`src/bcm_pkg.sv`:
```
// Constants, types and carriers of the boot, clock and reset manager
// Assumes one 200 MHz system clock; all rates given as clock enables
`default_nettype none
package bcm_pkg;
   localparam int CLK_MHZ = 200;
   localparam int POR_SETTLE_NS = 1000;
   localparam int POR_SETTLE_CYC = (POR_SETTLE_NS * CLK_MHZ + 999) / 1000;
   localparam int RST_STRETCH_NS = 500;
   localparam int RST_STRETCH_CYC = (RST_STRETCH_NS * CLK_MHZ + 999) / 1000;
   localparam int SOFT_RST_NS = 50;
   localparam int SOFT_RST_CYC = (SOFT_RST_NS * CLK_MHZ + 999) / 1000;
   localparam int OSC_START_US = 64;
   localparam int OSC_START_CYC = OSC_START_US * CLK_MHZ;
   localparam logic [31:0] RESET_ADDR = 32'h8000_0000;
   localparam int NOSC = 3;
   localparam int OSC32 = 2;
   localparam int NPLL = 2;
   localparam int PRE_W = 8;
   localparam int GDIV_W = 8;
   localparam int CNT_W = 16;
   // Bit positions in the vector of synchronised pins
   localparam int A_RC = 0;
   localparam int A_OSC = 1;
   localparam int A_PLL = 4;
   localparam int A_LOCK = 6;
   localparam int A_IRQ = 8;
   localparam int A_BOD = 9;
   localparam int A_EXT = 10;
   localparam int A_PWR = 11;
   localparam int NASYNC = 12;
   // Reset cause bits
   localparam int RC_POR = 0;
   localparam int RC_EXT = 1;
   localparam int RC_WDT = 2;
   localparam int RC_BOD = 3;
   localparam int RC_SOFT = 4;
   localparam int NRC = 5;

   typedef enum logic [1:0] {
      MSEL_SLOW = 2'h0,
      MSEL_OSC0 = 2'h1,
      MSEL_PLL0 = 2'h2
   } bcm_msel_e;

   typedef enum logic [3:0] {
      ST_POR = 4'h1,
      ST_RST = 4'h2,
      ST_RUN = 4'h4,
      ST_SLEEP = 4'h8
   } bcm_state_e;

   typedef struct packed {
      logic en;
      logic [2:0] sel;
   } bcm_div_s;

   typedef struct packed {
      logic [NOSC-1:0] osc_en;
      logic [NPLL-1:0] pll_en;
      logic [NPLL-1:0] pll_ref;
      logic [NPLL-1:0][7:0] pll_mul;
      bcm_msel_e main_sel;
      bcm_div_s cpu_div;
      bcm_div_s pba_div;
      bcm_div_s pbb_div;
   } bcm_cfg_s;

   typedef struct packed {
      logic stop_cpu;
      logic stop_pba;
      logic stop_pbb;
      logic stop_osc;
      logic stop_pll;
   } bcm_sleep_s;

   typedef struct packed {
      logic en;
      logic [1:0] src;
      logic [GDIV_W-1:0] div;
   } bcm_gclk_s;

   typedef struct packed {
      logic [NOSC-1:0] osc_rdy;
      logic [NPLL-1:0] pll_ok;
   } bcm_status_s;

   localparam bcm_cfg_s CFG_RST = '0;
endpackage
`default_nettype wire

```
`src/bcm_manager.sv`:
```
// Boot sequencing, synchronous clock enables, gating, sleep and resets
// Assumes clock pins run well below half of clock_i; config from same clock
`timescale 1ns/1ps
`default_nettype none
// Function
// - Hold system in reset until power stable, then clock from RC
// - After start-up PLLs off, all module clocks on, nothing divided
// - After reset release the CPU fetches from flash start address
// - Three synchronous domains: CPU/high-speed bus, peripheral A, B
// - Each domain divider changes while running, no peripheral halt
// - Every module has its own gateable clock
// - Sleep stops selected clocks and oscillators; interrupt wakes
// - Gather reset sources, make hard and soft resets, record cause
// - Each PLL takes either fast oscillator as reference
// - Generic clocks, asynchronous to domains, finely divisible
// - 32 kHz oscillator clocks the real-time counter
// - Oscillator output blocked during its start-up interval
// - PLL clock blocked while PLL unlocked
// - Main clock defaults to slow RC clock after reset
module bcm_manager #(
   parameter int NHSB = 4,
   parameter int NPBA = 8,
   parameter int NPBB = 4,
   parameter int NGCLK = 2,
   parameter int OSC_START = bcm_pkg::OSC_START_CYC
) (
   input wire logic clock_i,
   input wire logic resetn_i,
   input wire logic power_ok_i,
   input wire logic ext_resetn_i,
   input wire logic bod_reset_i,
   input wire logic wdt_reset_i,
   input wire logic soft_reset_i,
   input wire logic rc_clk_i,
   input wire logic [bcm_pkg::NOSC-1:0] osc_clk_i,
   input wire logic [bcm_pkg::NPLL-1:0] pll_clk_i,
   input wire logic [bcm_pkg::NPLL-1:0] pll_lock_i,
   input wire logic ext_irq_i,
   input wire logic irq_i,
   input wire logic sleep_i,
   input wire bcm_pkg::bcm_sleep_s sleep_cfg_i,
   input wire logic cfg_wr_i,
   input wire bcm_pkg::bcm_cfg_s cfg_i,
   input wire logic [NHSB-1:0] hsb_mask_i,
   input wire logic [NPBA-1:0] pba_mask_i,
   input wire logic [NPBB-1:0] pbb_mask_i,
   input wire bcm_pkg::bcm_gclk_s [NGCLK-1:0] gclk_cfg_i,
   input wire logic cause_clr_i,
   output logic hard_resetn_o,
   output logic soft_resetn_o,
   output logic fetch_o,
   output logic [31:0] boot_addr_o,
   output logic cpu_clk_en_o,
   output logic [NHSB-1:0] hsb_clk_en_o,
   output logic [NPBA-1:0] pba_clk_en_o,
   output logic [NPBB-1:0] pbb_clk_en_o,
   output logic [NGCLK-1:0] gclk_o,
   output logic rtc_tick_o,
   output logic [bcm_pkg::NOSC-1:0] osc_en_o,
   output logic [bcm_pkg::NPLL-1:0] pll_en_o,
   output logic [bcm_pkg::NPLL-1:0] pll_ref_o,
   output logic [bcm_pkg::NPLL-1:0][7:0] pll_mul_o,
   output bcm_pkg::bcm_status_s status_o,
   output logic [bcm_pkg::NRC-1:0] reset_cause_o
);
   import bcm_pkg::*;
   localparam int OW = $clog2(OSC_START + 1);
   localparam logic [OW-1:0] OSC_LAST = OW'(OSC_START);
   localparam logic [CNT_W-1:0] POR_LAST = CNT_W'(POR_SETTLE_CYC - 1);
   localparam logic [CNT_W-1:0] RST_LAST = CNT_W'(RST_STRETCH_CYC - 1);
   localparam logic [CNT_W-1:0] SOFT_LEN = CNT_W'(SOFT_RST_CYC);
   if (OSC_START < 8 || NHSB < 1 || NPBA < 1 || NPBB < 1 || NGCLK < 1)
      $error("bcm_manager: parameter out of range");
   function automatic logic tap(input bcm_div_s d,
                                input logic [PRE_W-1:0] p);
      logic [PRE_W-1:0] m;
      m = ~({PRE_W{1'b1}} << ({1'b0, d.sel} + 4'h1));
      tap = !d.en || ((p & m) == m);
   endfunction
   logic [NASYNC-1:0] s1_reg, s2_reg, s3_reg;
   bcm_state_e state_reg, state_next;
   logic [CNT_W-1:0] cnt_reg, cnt_next, soft_reg, soft_next;
   bcm_cfg_s cfg_reg, cfg_next;
   bcm_sleep_s slp_reg;
   logic [NHSB-1:0] hsb_mask_reg;
   logic [NPBA-1:0] pba_mask_reg;
   logic [NPBB-1:0] pbb_mask_reg;
   logic [PRE_W-1:0] pre_reg;
   logic [OW-1:0] osc_cnt_reg [NOSC];
   logic [NOSC-1:0] osc_on, osc_rdy, osc_t;
   logic [NPLL-1:0] pll_on, pll_ok, pll_t;
   logic [NRC-1:0] cause_evt, cause_reg;
   // Pins pass two flops; the third only feeds edge detection
   always_ff @(posedge clock_i) begin
      s1_reg <= {power_ok_i, ext_resetn_i, bod_reset_i, ext_irq_i,
                 pll_lock_i, pll_clk_i, osc_clk_i, rc_clk_i};
      s2_reg <= s1_reg;
      s3_reg <= s2_reg;
   end
   wire logic [NASYNC-1:0] edge_w = s2_reg & ~s3_reg;
   wire logic pwr_s = s2_reg[A_PWR];
   wire logic [NPLL-1:0] lock_s = s2_reg[A_LOCK +: NPLL];
   wire logic hard_src = !s2_reg[A_EXT] || s2_reg[A_BOD] || wdt_reset_i;
   wire logic wake = irq_i || s2_reg[A_IRQ];
   wire logic sleeping = state_reg == ST_SLEEP;
   wire logic active = state_reg == ST_RUN || sleeping;
   wire logic act_next = state_next == ST_RUN || state_next == ST_SLEEP;
   wire logic clocks_up = state_reg != ST_POR;
   wire logic stop_osc = sleeping && slp_reg.stop_osc;
   always_comb begin
      state_next = state_reg;
      cnt_next = cnt_reg + 16'h1;
      case (state_reg)
         ST_POR: if (cnt_reg == POR_LAST) begin
            state_next = ST_RST;
            cnt_next = '0;
         end
         ST_RST: if (hard_src) begin
            cnt_next = '0;
         end else if (cnt_reg == RST_LAST) begin
            state_next = ST_RUN;
         end
         ST_RUN: if (sleep_i) begin
            state_next = ST_SLEEP;
         end
         ST_SLEEP: if (wake) begin
            state_next = ST_RUN;
         end
         default: state_next = ST_POR;
      endcase
      if (!pwr_s) begin
         state_next = ST_POR;
         cnt_next = '0;
      end else if (hard_src && active) begin
         state_next = ST_RST;
         cnt_next = '0;
      end
   end
   // Soft reset leaves configuration alone and records its cause as RC_SOFT
   assign soft_next = !act_next ? '0 :
                      (soft_reset_i && state_reg == ST_RUN) ? SOFT_LEN :
                      (soft_reg != '0) ? soft_reg - 16'h1 : '0;
   wire logic por_exit = state_reg == ST_POR && state_next == ST_RST;
   wire logic hard_in = active && state_next == ST_RST;
   always_comb begin
      cause_evt = '0;
      cause_evt[RC_POR] = por_exit;
      cause_evt[RC_EXT] = hard_in && !s2_reg[A_EXT];
      cause_evt[RC_BOD] = hard_in && s2_reg[A_BOD];
      cause_evt[RC_WDT] = hard_in && wdt_reset_i;
      cause_evt[RC_SOFT] = soft_reset_i && state_reg == ST_RUN && act_next;
   end
   // Configuration resets to slow clock, PLLs off, no division; the
   // 32 kHz oscillator survives every reset except power-on
   always_comb begin
      cfg_next = cfg_reg;
      if (!active) begin
         cfg_next = CFG_RST;
         cfg_next.osc_en[OSC32] = clocks_up && cfg_reg.osc_en[OSC32];
      end else if (cfg_wr_i) begin
         cfg_next = cfg_i;
      end
   end
   always_ff @(posedge clock_i) begin
      if (!resetn_i) begin
         state_reg <= ST_POR;
         cnt_reg <= '0;
         soft_reg <= '0;
         cfg_reg <= CFG_RST;
         cause_reg <= '0;
      end else begin
         state_reg <= state_next;
         cnt_reg <= cnt_next;
         soft_reg <= soft_next;
         cfg_reg <= cfg_next;
         cause_reg <= (|cause_evt) ? cause_evt :
                      cause_clr_i ? '0 : cause_reg;
      end
   end
   // Module masks open on power-on and hard reset, not on soft reset; software gates them later
   always_ff @(posedge clock_i) begin
      if (!resetn_i || !active) begin
         hsb_mask_reg <= '1;
         pba_mask_reg <= '1;
         pbb_mask_reg <= '1;
      end else if (cfg_wr_i) begin
         hsb_mask_reg <= hsb_mask_i;
         pba_mask_reg <= pba_mask_i;
         pbb_mask_reg <= pbb_mask_i;
      end
   end
   always_ff @(posedge clock_i) begin
      if (!resetn_i) begin
         slp_reg <= '0;
      end else if (state_reg == ST_RUN && sleep_i) begin
         slp_reg <= sleep_cfg_i;
      end
   end
   // Start-up counters mask each oscillator until it has settled
   for (genvar i = 0; i < NOSC; i++) begin : g_osc
      assign osc_on[i] = cfg_reg.osc_en[i] && (i == OSC32 || !stop_osc);
      assign osc_rdy[i] = osc_cnt_reg[i] == OSC_LAST;
      assign osc_t[i] = edge_w[A_OSC + i] && osc_rdy[i];
      always_ff @(posedge clock_i) begin
         if (!resetn_i || !osc_on[i]) begin
            osc_cnt_reg[i] <= '0;
         end else if (!osc_rdy[i]) begin
            osc_cnt_reg[i] <= osc_cnt_reg[i] + OW'(1);
         end
      end
   end
   for (genvar i = 0; i < NPLL; i++) begin : g_pll
      assign pll_on[i] = cfg_reg.pll_en[i] &&
                         !(sleeping && slp_reg.stop_pll);
      assign pll_ok[i] = pll_on[i] && lock_s[i] &&
                         osc_rdy[cfg_reg.pll_ref[i]];
      assign pll_t[i] = edge_w[A_PLL + i] && pll_ok[i];
   end
   wire logic main_t = cfg_reg.main_sel == MSEL_OSC0 ? osc_t[0] :
                       cfg_reg.main_sel == MSEL_PLL0 ? pll_t[0] :
                       edge_w[A_RC];
   wire logic cpu_t = main_t && tap(cfg_reg.cpu_div, pre_reg) &&
                      clocks_up && !(sleeping && slp_reg.stop_cpu);
   wire logic pba_t = main_t && tap(cfg_reg.pba_div, pre_reg) &&
                      clocks_up && !(sleeping && slp_reg.stop_pba);
   wire logic pbb_t = main_t && tap(cfg_reg.pbb_div, pre_reg) &&
                      clocks_up && !(sleeping && slp_reg.stop_pbb);
   always_ff @(posedge clock_i) begin
      if (!resetn_i) begin
         pre_reg <= '0;
         cpu_clk_en_o <= 1'b0;
         hsb_clk_en_o <= '0;
         pba_clk_en_o <= '0;
         pbb_clk_en_o <= '0;
      end else begin
         pre_reg <= pre_reg + PRE_W'(main_t);
         cpu_clk_en_o <= cpu_t;
         hsb_clk_en_o <= {NHSB{cpu_t}} & hsb_mask_reg;
         pba_clk_en_o <= {NPBA{pba_t}} & pba_mask_reg;
         pbb_clk_en_o <= {NPBB{pbb_t}} & pbb_mask_reg;
      end
   end
   // Generic clocks divide a source by 2*(div+1)
   wire logic [3:0] gsrc = {pll_t, osc_t[1:0]};
   for (genvar g = 0; g < NGCLK; g++) begin : g_gclk
      logic [GDIV_W-1:0] gcnt_reg;
      always_ff @(posedge clock_i) begin
         if (!resetn_i || !gclk_cfg_i[g].en) begin
            gcnt_reg <= '0;
            gclk_o[g] <= 1'b0;
         end else if (gsrc[gclk_cfg_i[g].src]) begin
            gcnt_reg <= gcnt_reg == gclk_cfg_i[g].div ? '0 :
                        gcnt_reg + GDIV_W'(1);
            gclk_o[g] <= gclk_o[g] ^ (gcnt_reg == gclk_cfg_i[g].div);
         end
      end
   end
   always_ff @(posedge clock_i) begin
      if (!resetn_i) begin
         hard_resetn_o <= 1'b0;
         soft_resetn_o <= 1'b0;
         fetch_o <= 1'b0;
         rtc_tick_o <= 1'b0;
         osc_en_o <= '0;
         pll_en_o <= '0;
         pll_ref_o <= '0;
         pll_mul_o <= '0;
         status_o <= '0;
      end else begin
         hard_resetn_o <= act_next;
         soft_resetn_o <= act_next && soft_next == '0;
         fetch_o <= act_next && !hard_resetn_o;
         rtc_tick_o <= osc_t[OSC32];
         osc_en_o <= osc_on;
         pll_en_o <= pll_on;
         pll_ref_o <= cfg_reg.pll_ref;
         pll_mul_o <= cfg_reg.pll_mul;
         status_o <= '{osc_rdy: osc_rdy, pll_ok: pll_ok};
      end
   end
   assign boot_addr_o = RESET_ADDR;
   assign reset_cause_o = cause_reg;
endmodule // bcm_manager
`default_nettype wire

```
`config.mk`:
```
export PLATFORM = sky130hd
export DESIGN_NAME = bcm_manager
export DESIGN_NICKNAME = d
export VERILOG_FILES = /design/src/bcm_pkg.sv /design/src/bcm_manager.sv
export SDC_FILE = /design/constraint.sdc
export NUM_CORES = 1
export LEC_CHECK = 0
export BUFFER_PORTS_ARGS = -buffer_cell sky130_fd_sc_hd__buf_2
export CAP_MARGIN = 5
export CELL_PAD_IN_SITES_DETAIL_PLACEMENT = 1
export CELL_PAD_IN_SITES_GLOBAL_PLACEMENT = 2
export CORE_UTILIZATION = 31
export CTS_BUF_LIST = sky130_fd_sc_hd__clkbuf_16
export CTS_CLUSTER_DIAMETER = 50
export DETAILED_ROUTE_END_ITERATION = 8
export GPL_TIMING_DRIVEN = 0
export PLACE_DENSITY_LB_ADDON = 0.1
export SLEW_MARGIN = 25
export SYNTH_ARGS = -nofsm -noshare
export SYNTH_HDL_FRONTEND = slang
export SYNTH_SLANG_ARGS = --single-unit
```
`constraint.sdc`:
```
create_clock -name clock_i -period 3.4 [get_ports clock_i]
set_input_delay 0 -clock clock_i [delete_from_list [all_inputs] [get_ports clock_i]]
set_output_delay 0 -clock clock_i [all_outputs]
set_load 0.02 [all_outputs]
```
==> flow_summary.json, run 1 <==
{
  "clock_skew_ps": 20.3,
  "start_util_pct": 31.5,
  "min-delay-start": "cfg_wr_i",
  "ys_seq_elements": 246,
  "largest_reg_flops": 42,
  "async_flop_share_pct": 0,
  "portBuffers": 154,
  "insertion_delay_ps": 520,
  "final_core_util_pct": 42.2,
  "ctsHtreeMaxLevel": 2,
  "worstPathArrival_ps": 3600,
  "hold_path_class": "in -> reg",
  "min_path_cells": 3,
  "cp_max_fo": 4,
  "via_per_inst": 4.64,
  "critPathLaunchType": "register",
  "crit_start": "osc_cnt_reg[0][3]",
  "synth.top_cell.area_share_pct": 38.8,
  "cap_viol_max_count": 0,
  "fin_setup_tns_ps": 0,
  "clkSinkCount": 246,
  "grt_antenna_before_repair": 1,
  "setup_viol_count_final": 0,
  "die_w_um": 186,
  "r2r-start": "osc_cnt_reg[0][3]",
  "die-height_um": 186,
  "fin_area_um2": 14100,
  "area_growth_pct": 34.1,
  "maxSlewViolCount": 0,
  "clockBufferDepth": 3,
  "cts_buffers": 39,
  "grt_pass1_wl_mm": 47.5,
  "fmax_ghz": 0.315,
  "fin_nets": 1502,
  "fillers": 3844,
  "grt_start_max_net_pins": 15,
  "routabilityCongestion": 0.756,
  "layout-drive-gt1-share_pct": 19.5,
  "yosysSeqAreaShare_pct": 50.8,
  "yosysTopAreaCell": "dfxtp_1",
  "ios": 188,
  "grt_pass1_vias": 9105,
  "grt_use_total_pct": 16.7,
  "placed_area_um2": 12000,
  "die-area_um2": 34700,
  "first_pass_iters": 6,
  "synth_edf_count": 42,
  "synthCells": 1068,
  "ctsRootBufferMaster": "clkbuf_16",
  "synth.yosys.warnings": 0,
  "reg2regPathDepth": 9,
  "dpl.hpwl_mm": 20.6,
  "tightest_slew_ps": 911,
  "synth_most_common_cell": "dfxtp_1",
  "drc_errors": 0,
  "critPathRequiredTime_ps": 3830,
  "rsz0062_at_grt": "no",
  "ir_drop_mv": 0.389,
  "syn_area_per_cell_um2": 9.86,
  "core_um2": 33400,
  "period_needed_ps": 3170,
  "row_count": 67,
  "status": "finished clean",
  "slew_headroom_pct": 38.7,
  "syn_area_um2": 10500,
  "yosys-top-cells-area": "dfxtp_1 (39%), edfxtp_1 (12%), mux2i_1 (5.6%), nor2_1 (5.2%), xor2_1 (4.2%)",
  "vias": 8624,
  "fin_crit_sh_pct": 93.4,
  "wl_per_cell_um": 15.6,
  "leakage_nw": 6.00,
  "crit_path_end_kind": "register",
  "synth_flop_cell": "dfxtp_1",
  "hold_viol_final": 0,
  "grt_overflow_total": 0,
  "ys_types": 64,
  "ant_nets": 0,
  "routed_wl_mm": 28.9,
  "drt_iter0_markers": 225,
  "powerDensity_nw_per_um2": 507,
  "synth_commonest_cells": "dfxtp_1 (204), nor2_1 (145), nand2_1 (79)",
  "crit_type": "reg -> reg",
  "clk_pin_slew_ps": 60,
  "cts_tree": "done"
}
-- cells in the final DEF (no fill, tap or decap), drive strengths merged, types with 41 or more instances in the layout --
master / count
dfxtp: 204
buf: 197
nor2: 145
dlygate4sd3: 80
nand2: 79
clkbuf: 62
mux2i: 59
xor2: 51
and2: 45
edfxtp: 42
inv: 42
a21oi: 41
-- metal layers --
layer | global-route usage (%) | part of all wire (%) | up-vias
li1 | - | - | 4305
met1 | 20.6 | 45 | 4129
met2 | 28.8 | 48 | 150
met3 | 3.89 | 4.8 | 40
met4 | 4.83 | 2.1 | 0
met5 | 0 | 0 | -
-- power breakdown --
| group | switching, mW | internal (mW) |
|---|---|---|
| Clock | 1.49 | 2.35 |
| Sequential | 0.0149 | 2.98 |
| Combinational | 0.155 | 0.175 |
-- stage by stage --
stage / hold slack (ps) / std cells / total power [mW] / setup WS, ps
2_1_floorplan: 27.7 / 1098 / 3.20 / 523
3_3_place_gp: 104 / 1700 / 3.30 / -192
3_5_place_dp: 104 / 1701 / 3.31 / -60.2
4_1_cts: 95.9 / 1852 / 7.27 / 77.3
5_1_grt: 106 / 1857 / 7.46 / 12.1
6_report: 122 / 1857 / 7.16 / 226
-- worst max-delay path: stages (launching register included) --
cell	delay, ps
edfxtp_1	440
or4_4	580
or4_4	570
a2111oi_4	370
o32ai_4	200
inv_1	90
ha_1	200
nand4_1	150
or3_1	350
a21oi_1	140
-- logic make-up after synthesis --
kind of cell | after synthesis | synth area share, %
simple gates | 450 | 22.0
flops | 246 | 50.8
compound gates | 120 | 7.88
buf+inv | 88 | 4.30
xor+xnor | 79 | 6.57
mux | 59 | 5.61
fa+ha+maj | 24 | 2.85
other cells | 2 | 0.0713
-- final cells by class --
| type | count | area, µm² | share of cell area [%] |
|---|---|---|---|
| timing repair buffer | 239 | 1610 | 11.4 |
| antenna | 1 | 2.50 | 0.0177 |
| sequential | 246 | 5350 | 37.8 |
| inverter | 30 | 113 | 0.797 |
| clock inverter | 29 | 219 | 1.55 |
| clock buffer | 42 | 1050 | 7.44 |
| buffer | 58 | 340 | 2.41 |
| multi-input combinational | 764 | 4880 | 34.5 |
| tap | 448 | 561 | 3.97 |
-- timing repair --
item                                   4_1_cts  5_1_grt
buffers inserted                             0        4
endpoints found under the hold margin       86        0
hold buffers                                80        0
pin swaps                                    0        1
gates resized for setup                      1        2
setup endpoints to repair                    2        3
-- worst paths after layout --
path	to	slack [ps]
setup / recovery	pre_reg[7]	230
hold / removal	cfg_reg[19]	120
setup reg to reg	pre_reg[7]	230
hold reg to reg	s2_reg[4]	320
Power figures use the tool's default switching activity.
==> run 2, diff against run 1 <==
CELL_PAD_IN_SITES_DETAIL_PLACEMENT = 0   (was 1)
CORE_UTILIZATION = 35   (was 31)
==> run 2 against run 1 <==
Cell count down 3.9%. Maximum frequency down 0.34%. Clock power down 10%. Utilization up 4.5 points. Worst hold slack worse by 56 ps. Non-clock buffer count down 5. Cell area down 2.0%. Setup slack worse by 11 ps. Sequential share of layout area up 0.78 points. Combinational power down 4%. Sequential power about the same. Flip-flop and latch count unchanged. Critical path type unchanged.
==> flow_summary.json, run 2 (same netlist as run 1, synthesis figures left out) <==
{
  "cpMostUsedCell": "or4_4",
  "area_growth_pct": 31.4,
  "fmax_ghz": 0.314,
  "drc_errors": 0,
  "critPathSlowestCell": "or4_4",
  "start_util_pct": 35.5,
  "dp.cells": 1643,
  "period_needed_ps": 3180,
  "drt_iter0_markers": 413,
  "final_core_util_pct": 46.7,
  "hold_viol_final": 0,
  "slew_headroom_pct": 33.2,
  "grt_pass1_wl_mm": 41.8,
  "grt_overflow_total": 0,
  "grt_use_total_pct": 16.8,
  "ir_drop_mv": 0.308,
  "worstPathArrival_ps": 3600,
  "grt_pass1_vias": 8046,
  "netSwitchingPower_mw": 1.50,
  "routed_wl_mm": 26.0,
  "clk_pin_slew_ps": 60,
  "cts_buffers": 34,
  "dpl.hpwl_mm": 18.5,
  "postCtsSetupRepairBufs": 0,
  "setup_viol_count_final": 0,
  "powerDensity_nw_per_um2": 488,
  "die-area_um2": 30800,
  "grt_start_max_net_pins": 15,
  "status": "finished clean",
  "hold_path_class": "in -> reg",
  "largest_reg_flops": 42,
  "grt_antenna_before_repair": 2,
  "critPathRequiredTime_ps": 3820,
  "first_pass_iters": 5,
  "wl_met3_mm": 1.38,
  "power_frac_clock_pct": 51.1,
  "crit_path_cell_trace": "or4_4 > or4_4 > a2111oi_4 > o32ai_2 > inv_1 > ha_1 > nand4_1 > or3_1 > a21oi_1",
  "rsz0062_at_grt": "no",
  "ctsRootBufferMaster": "clkbuf_16",
  "reg2regPathDepth": 9,
  "portBuffers": 154,
  "cap_viol_max_count": 0,
  "insertion_delay_ps": 500,
  "wl_met1_mm": 12.3,
  "die-height_um": 175,
  "dr_wl_met2_mm": 11.9,
  "vias": 8259,
  "critPathLaunchType": "register",
  "clkSinkCount": 246,
  "p_sw_share_pct": 22.3,
  "via_per_inst": 4.63,
  "critical-path-top-delay-family": "simple AND/OR/NAND/NOR gates",
  "min_path_cells": 3,
  "crit_cells": 9,
  "crit_type": "reg -> reg",
  "ant_nets": 0,
  "layout-drive-gt1-share_pct": 18.7,
  "setup_ws_ps": 215,
  "fin_nets": 1492,
  "dr.max_layer_used": "met4",
  "p_comb_share_pct": 4.7,
  "crit_path_end_kind": "register",
  "power_mw": 6.75,
  "cts_tree": "done",
  "final_common_cell": "dfxtp_1",
  "fin_setup_tns_ps": 0,
  "cp_num_buf_inv": 1,
  "clock_skew_ps": 9.33,
  "leakage_nw": 5.90,
  "p_int_mw": 5.25,
  "routabilityCongestion": 0.756,
  "ios": 188,
  "stdcell_count": 1784,
  "core_um2": 29600,
  "place_ws_ps": -125,
  "layout_common_cells": "dfxtp_1 (204), buf_2 (156), nor2_1 (145), nand2_1 (79), dlygate4sd3_1 (79)",
  "die_w_um": 175,
  "fillers": 2903,
  "cp_slowest_stage_delay_ps": 570,
  "ctsHtreeMaxLevel": 2,
  "fin_crit_sh_pct": 93.7,
  "cp_max_fo": 5,
  "clockBufferDepth": 3,
  "wl_per_cell_um": 14.5,
  "tightest_slew_ps": 1000,
  "row_count": 63,
  "seqPwrFrac_pct": 44.3,
  "maxSlewViolCount": 0
}
==> run 2: cell count changes in the layout (fill, tap and decap cells not counted), sizes merged <==
cell	before	now
inv	42	37
buf	197	193
clkbuf	62	58
clkinv	15	13
clkinvlp	1	2
dlygate4sd3	80	79
==> run 2: per-layer routing <==
metal | track usage [%] | vias up
li1 | - | 4286
met1 | 22.4 | 3756
met2 | 27.3 | 178
met3 | 3.87 | 39
met4 | 4.38 | 0
met5 | 0 | -
==> run 2: what timing repair did <==
action                                 CTS  global route
gates cloned                             0             0
setup endpoints to repair               11             2
resized for setup                        1             1
hold buffers                            79             0
endpoints found under the hold margin   86             0
==> run 2: metrics by stage <==
step,area (µm²),hold slack (ps)
2_1_floorplan,10600,27.7
3_3_place_gp,11900,104
3_5_place_dp,11900,104
4_1_cts,13800,71.6
5_1_grt,13800,96.8
6_report,13800,66.0
==> run 2: power by group through the flow <==
stage / Clock (mW) / Sequential (mW) / Combinational (mW)
2_1_floorplan: 0 / 3.05 / 0.154
3_3_place_gp: 0 / 3.05 / 0.248
3_5_place_dp: 0 / 3.05 / 0.248
4_1_cts: 3.55 / 2.99 / 0.321
5_1_grt: 3.69 / 2.99 / 0.345
6_report: 3.45 / 2.99 / 0.317
==> run 2: area by class of cell <==
cell class,instances,area [µm²],share of cell area [%]
Clock buffer,38,951,6.87
Buffer,58,340,2.46
Timing Repair Buffer,234,1570,11.3
Sequential cell,246,5350,38.6
Tap cell,390,488,3.53
Multi-Input combinational cell,764,4870,35.2
Clock inverter,23,161,1.17
Antenna cell,1,2.50,0.0181
Inverter,30,113,0.814
==> run 2: worst reg2reg max path, stage by stage (launching register included) <==
cell and delay, ps:
edfxtp_1 460, or4_4 560, or4_4 570, a2111oi_4 360
o32ai_2 230, inv_1 100, ha_1 190, nand4_1 140
or3_1 340, a21oi_1 150
==> run 2: worst paths after layout <==
check,startpoint,end,slack [ps]
worst max-delay path,osc_cnt_reg[0][2],pre_reg[7],220
worst min-delay path,cfg_wr_i,cfg_reg[19],70
worst min register to register,s1_reg[7],s2_reg[7],320
worst max register to register,osc_cnt_reg[0][2],pre_reg[7],220
==> run 3, diff against run 2 <==
==> constraint.sdc (replaced) <==
create_clock -name clock_i -period 3.4 [get_ports clock_i]
set_input_delay 0.17 -clock clock_i [delete_from_list [all_inputs] [get_ports clock_i]]
set_output_delay 0.17 -clock clock_i [all_outputs]
set_load 0.02 [all_outputs]
==> run 3 against run 2 <==
Setup slack better by 1.7 ps. First-iteration DRC count down 9.0%. Non-clock buffer count down 6. Maximum frequency about the same. Via count hardly changed. Total power is 0.11% lower. Register-to-register slack hardly changed. Routed wire length barely moved. Cell area is 0.43% lower. Clock skew increased by 0.97 ps. Flip-flop and latch count unchanged. Sequential power about the same.
==> flow_summary.json, run 3 (same netlist as run 1, synthesis figures left out) <==
{
  "fin_crit_sh_pct": 93.6,
  "grt_pass1_wl_mm": 41.8,
  "hold_viol_final": 0,
  "cp_max_fo": 5,
  "layout-drive-gt1-share_pct": 18.8,
  "wl_met1_mm": 12.3,
  "fin_nets": 1486,
  "worstPathArrival_ps": 3600,
  "clk_pin_slew_ps": 60,
  "area_growth_pct": 30.8,
  "fillers": 2902,
  "vias": 8263,
  "routabilityCongestion": 0.756,
  "dr_wl_met2_mm": 11.9,
  "ctsRootBufferMaster": "clkbuf_16",
  "grt_pass1_vias": 8028,
  "drc_errors": 0,
  "cpMostUsedCell": "or4_4",
  "crit_path_end_kind": "register",
  "cp_slowest_stage_delay_ps": 570,
  "dpl.hpwl_mm": 18.5,
  "portBuffers": 154,
  "status": "finished clean",
  "largest_reg_flops": 42,
  "grt_antenna_before_repair": 2,
  "start_util_pct": 35.5,
  "crit_path_cell_trace": "or4_4 > or4_4 > a2111oi_4 > o32ai_2 > inv_1 > ha_1 > nand4_1 > or3_1 > a21oi_1",
  "power_mw": 6.75,
  "die-height_um": 175,
  "maxSlewViolCount": 0,
  "setup_viol_count_final": 0,
  "wl_per_cell_um": 14.6,
  "cts_tree": "done",
  "rsz0062_at_grt": "no",
  "clkSinkCount": 246,
  "slew_headroom_pct": 31.9,
  "cts_buffers": 34,
  "cap_viol_max_count": 0,
  "critPathSlowestCell": "or4_4",
  "hold_path_class": "in -> reg",
  "critPathRequiredTime_ps": 3820,
  "postCtsSetupRepairBufs": 0,
  "ios": 188,
  "place_ws_ps": -125,
  "grt_overflow_total": 0,
  "grt_start_max_net_pins": 15,
  "grt_use_total_pct": 16.8,
  "ir_drop_mv": 0.308,
  "crit_type": "reg -> reg",
  "tightest_slew_ps": 1020,
  "period_needed_ps": 3180,
  "die_w_um": 175,
  "layout_common_cells": "dfxtp_1 (204), buf_2 (156), nor2_1 (145), nand2_1 (79), dlygate4sd3_1 (73)",
  "final_common_cell": "dfxtp_1",
  "ant_nets": 0,
  "critPathLaunchType": "register",
  "die-area_um2": 30800,
  "clockBufferDepth": 3,
  "setup_ws_ps": 217,
  "drt_iter0_markers": 376,
  "core_um2": 29600,
  "row_count": 63,
  "via_per_inst": 4.65,
  "powerDensity_nw_per_um2": 490,
  "ctsHtreeMaxLevel": 2,
  "wl_met3_mm": 1.37,
  "dr.max_layer_used": "met4",
  "clock_skew_ps": 10.3,
  "routed_wl_mm": 25.9,
  "first_pass_iters": 4,
  "leakage_nw": 5.87,
  "fmax_ghz": 0.314,
  "insertion_delay_ps": 500,
  "fin_setup_tns_ps": 0
}
-- run 3: timing repair --
item                                    4_1_cts  5_1_grt
hold buffers                                 73        0
endpoints found under the setup margin       11        2
gates resized for setup                       1        1
hold endpoints to repair                     74        0
-- run 3: final cells by class --
type                            instances  area [µm²]  share of cell area, %
Antenna cell                            1        2.50                 0.0182
Multi-Input combinational cell        764        4870                   35.3
Timing Repair Buffer                  228        1510                   11.0
Clock buffer                           38         951                   6.90
Tap cell                              390         488                   3.54
Clock inverter                         23         161                   1.17
Buffer                                 58         340                   2.47
Inverter                               30         113                  0.817
Sequential cell                       246        5350                   38.8
-- run 3: worst max-delay path: cells and delay by family, from the launching register on --
kind / cells / cell delay, ps
buffers and inverters: 1 / 100
AOI/OAI and AO/OA: 3 / 740
DFF: 1 / 460
adders and majority gates: 1 / 190
and+or+nand+nor: 4 / 1610
-- run 3: where the power goes --
group / internal (mW) / switching (mW) / leakage [nW]
sequential: 2.98 / 0.0141 / 2.17
clock: 2.10 / 1.34 / 0.557
combinational: 0.168 / 0.145 / 3.14
total: 5.25 / 1.50 / 5.87
-- run 3: worst paths after layout --
path | startpoint | endpoint | slack [ps] | cells after the start
max | osc_cnt_reg[0][2] | pre_reg[7] | 220 | 9
min | sleep_i | state_reg[2] | 30 | 4
min reg2reg | s1_reg[7] | s2_reg[7] | 320 | 0
max reg2reg | osc_cnt_reg[0][2] | pre_reg[7] | 220 | 9
-- run 3: metal layers --
layer | vias up | track usage [%]
met2 | 181 | 27.3
met1 | 3767 | 22.3
li1 | 4274 | -
met5 | - | 0
met3 | 41 | 3.90
met4 | 0 | 4.31
-- run 3: per-stage QoR --
| step | hold slack (ps) | instances | util (%) | area, µm² |
|---|---|---|---|---|
| after floorplan | 198 | 1098 | - | 10600 |
| after global placement | 274 | 1642 | 40.2 | 11900 |
| after detailed placement | 274 | 1643 | 40.2 | 11900 |
| after CTS | 12.6 | 1777 | 46.5 | 13800 |
| after global routing | 53.4 | 1778 | 46.5 | 13800 |
| final | 25.2 | 1778 | 46.5 | 13800 |
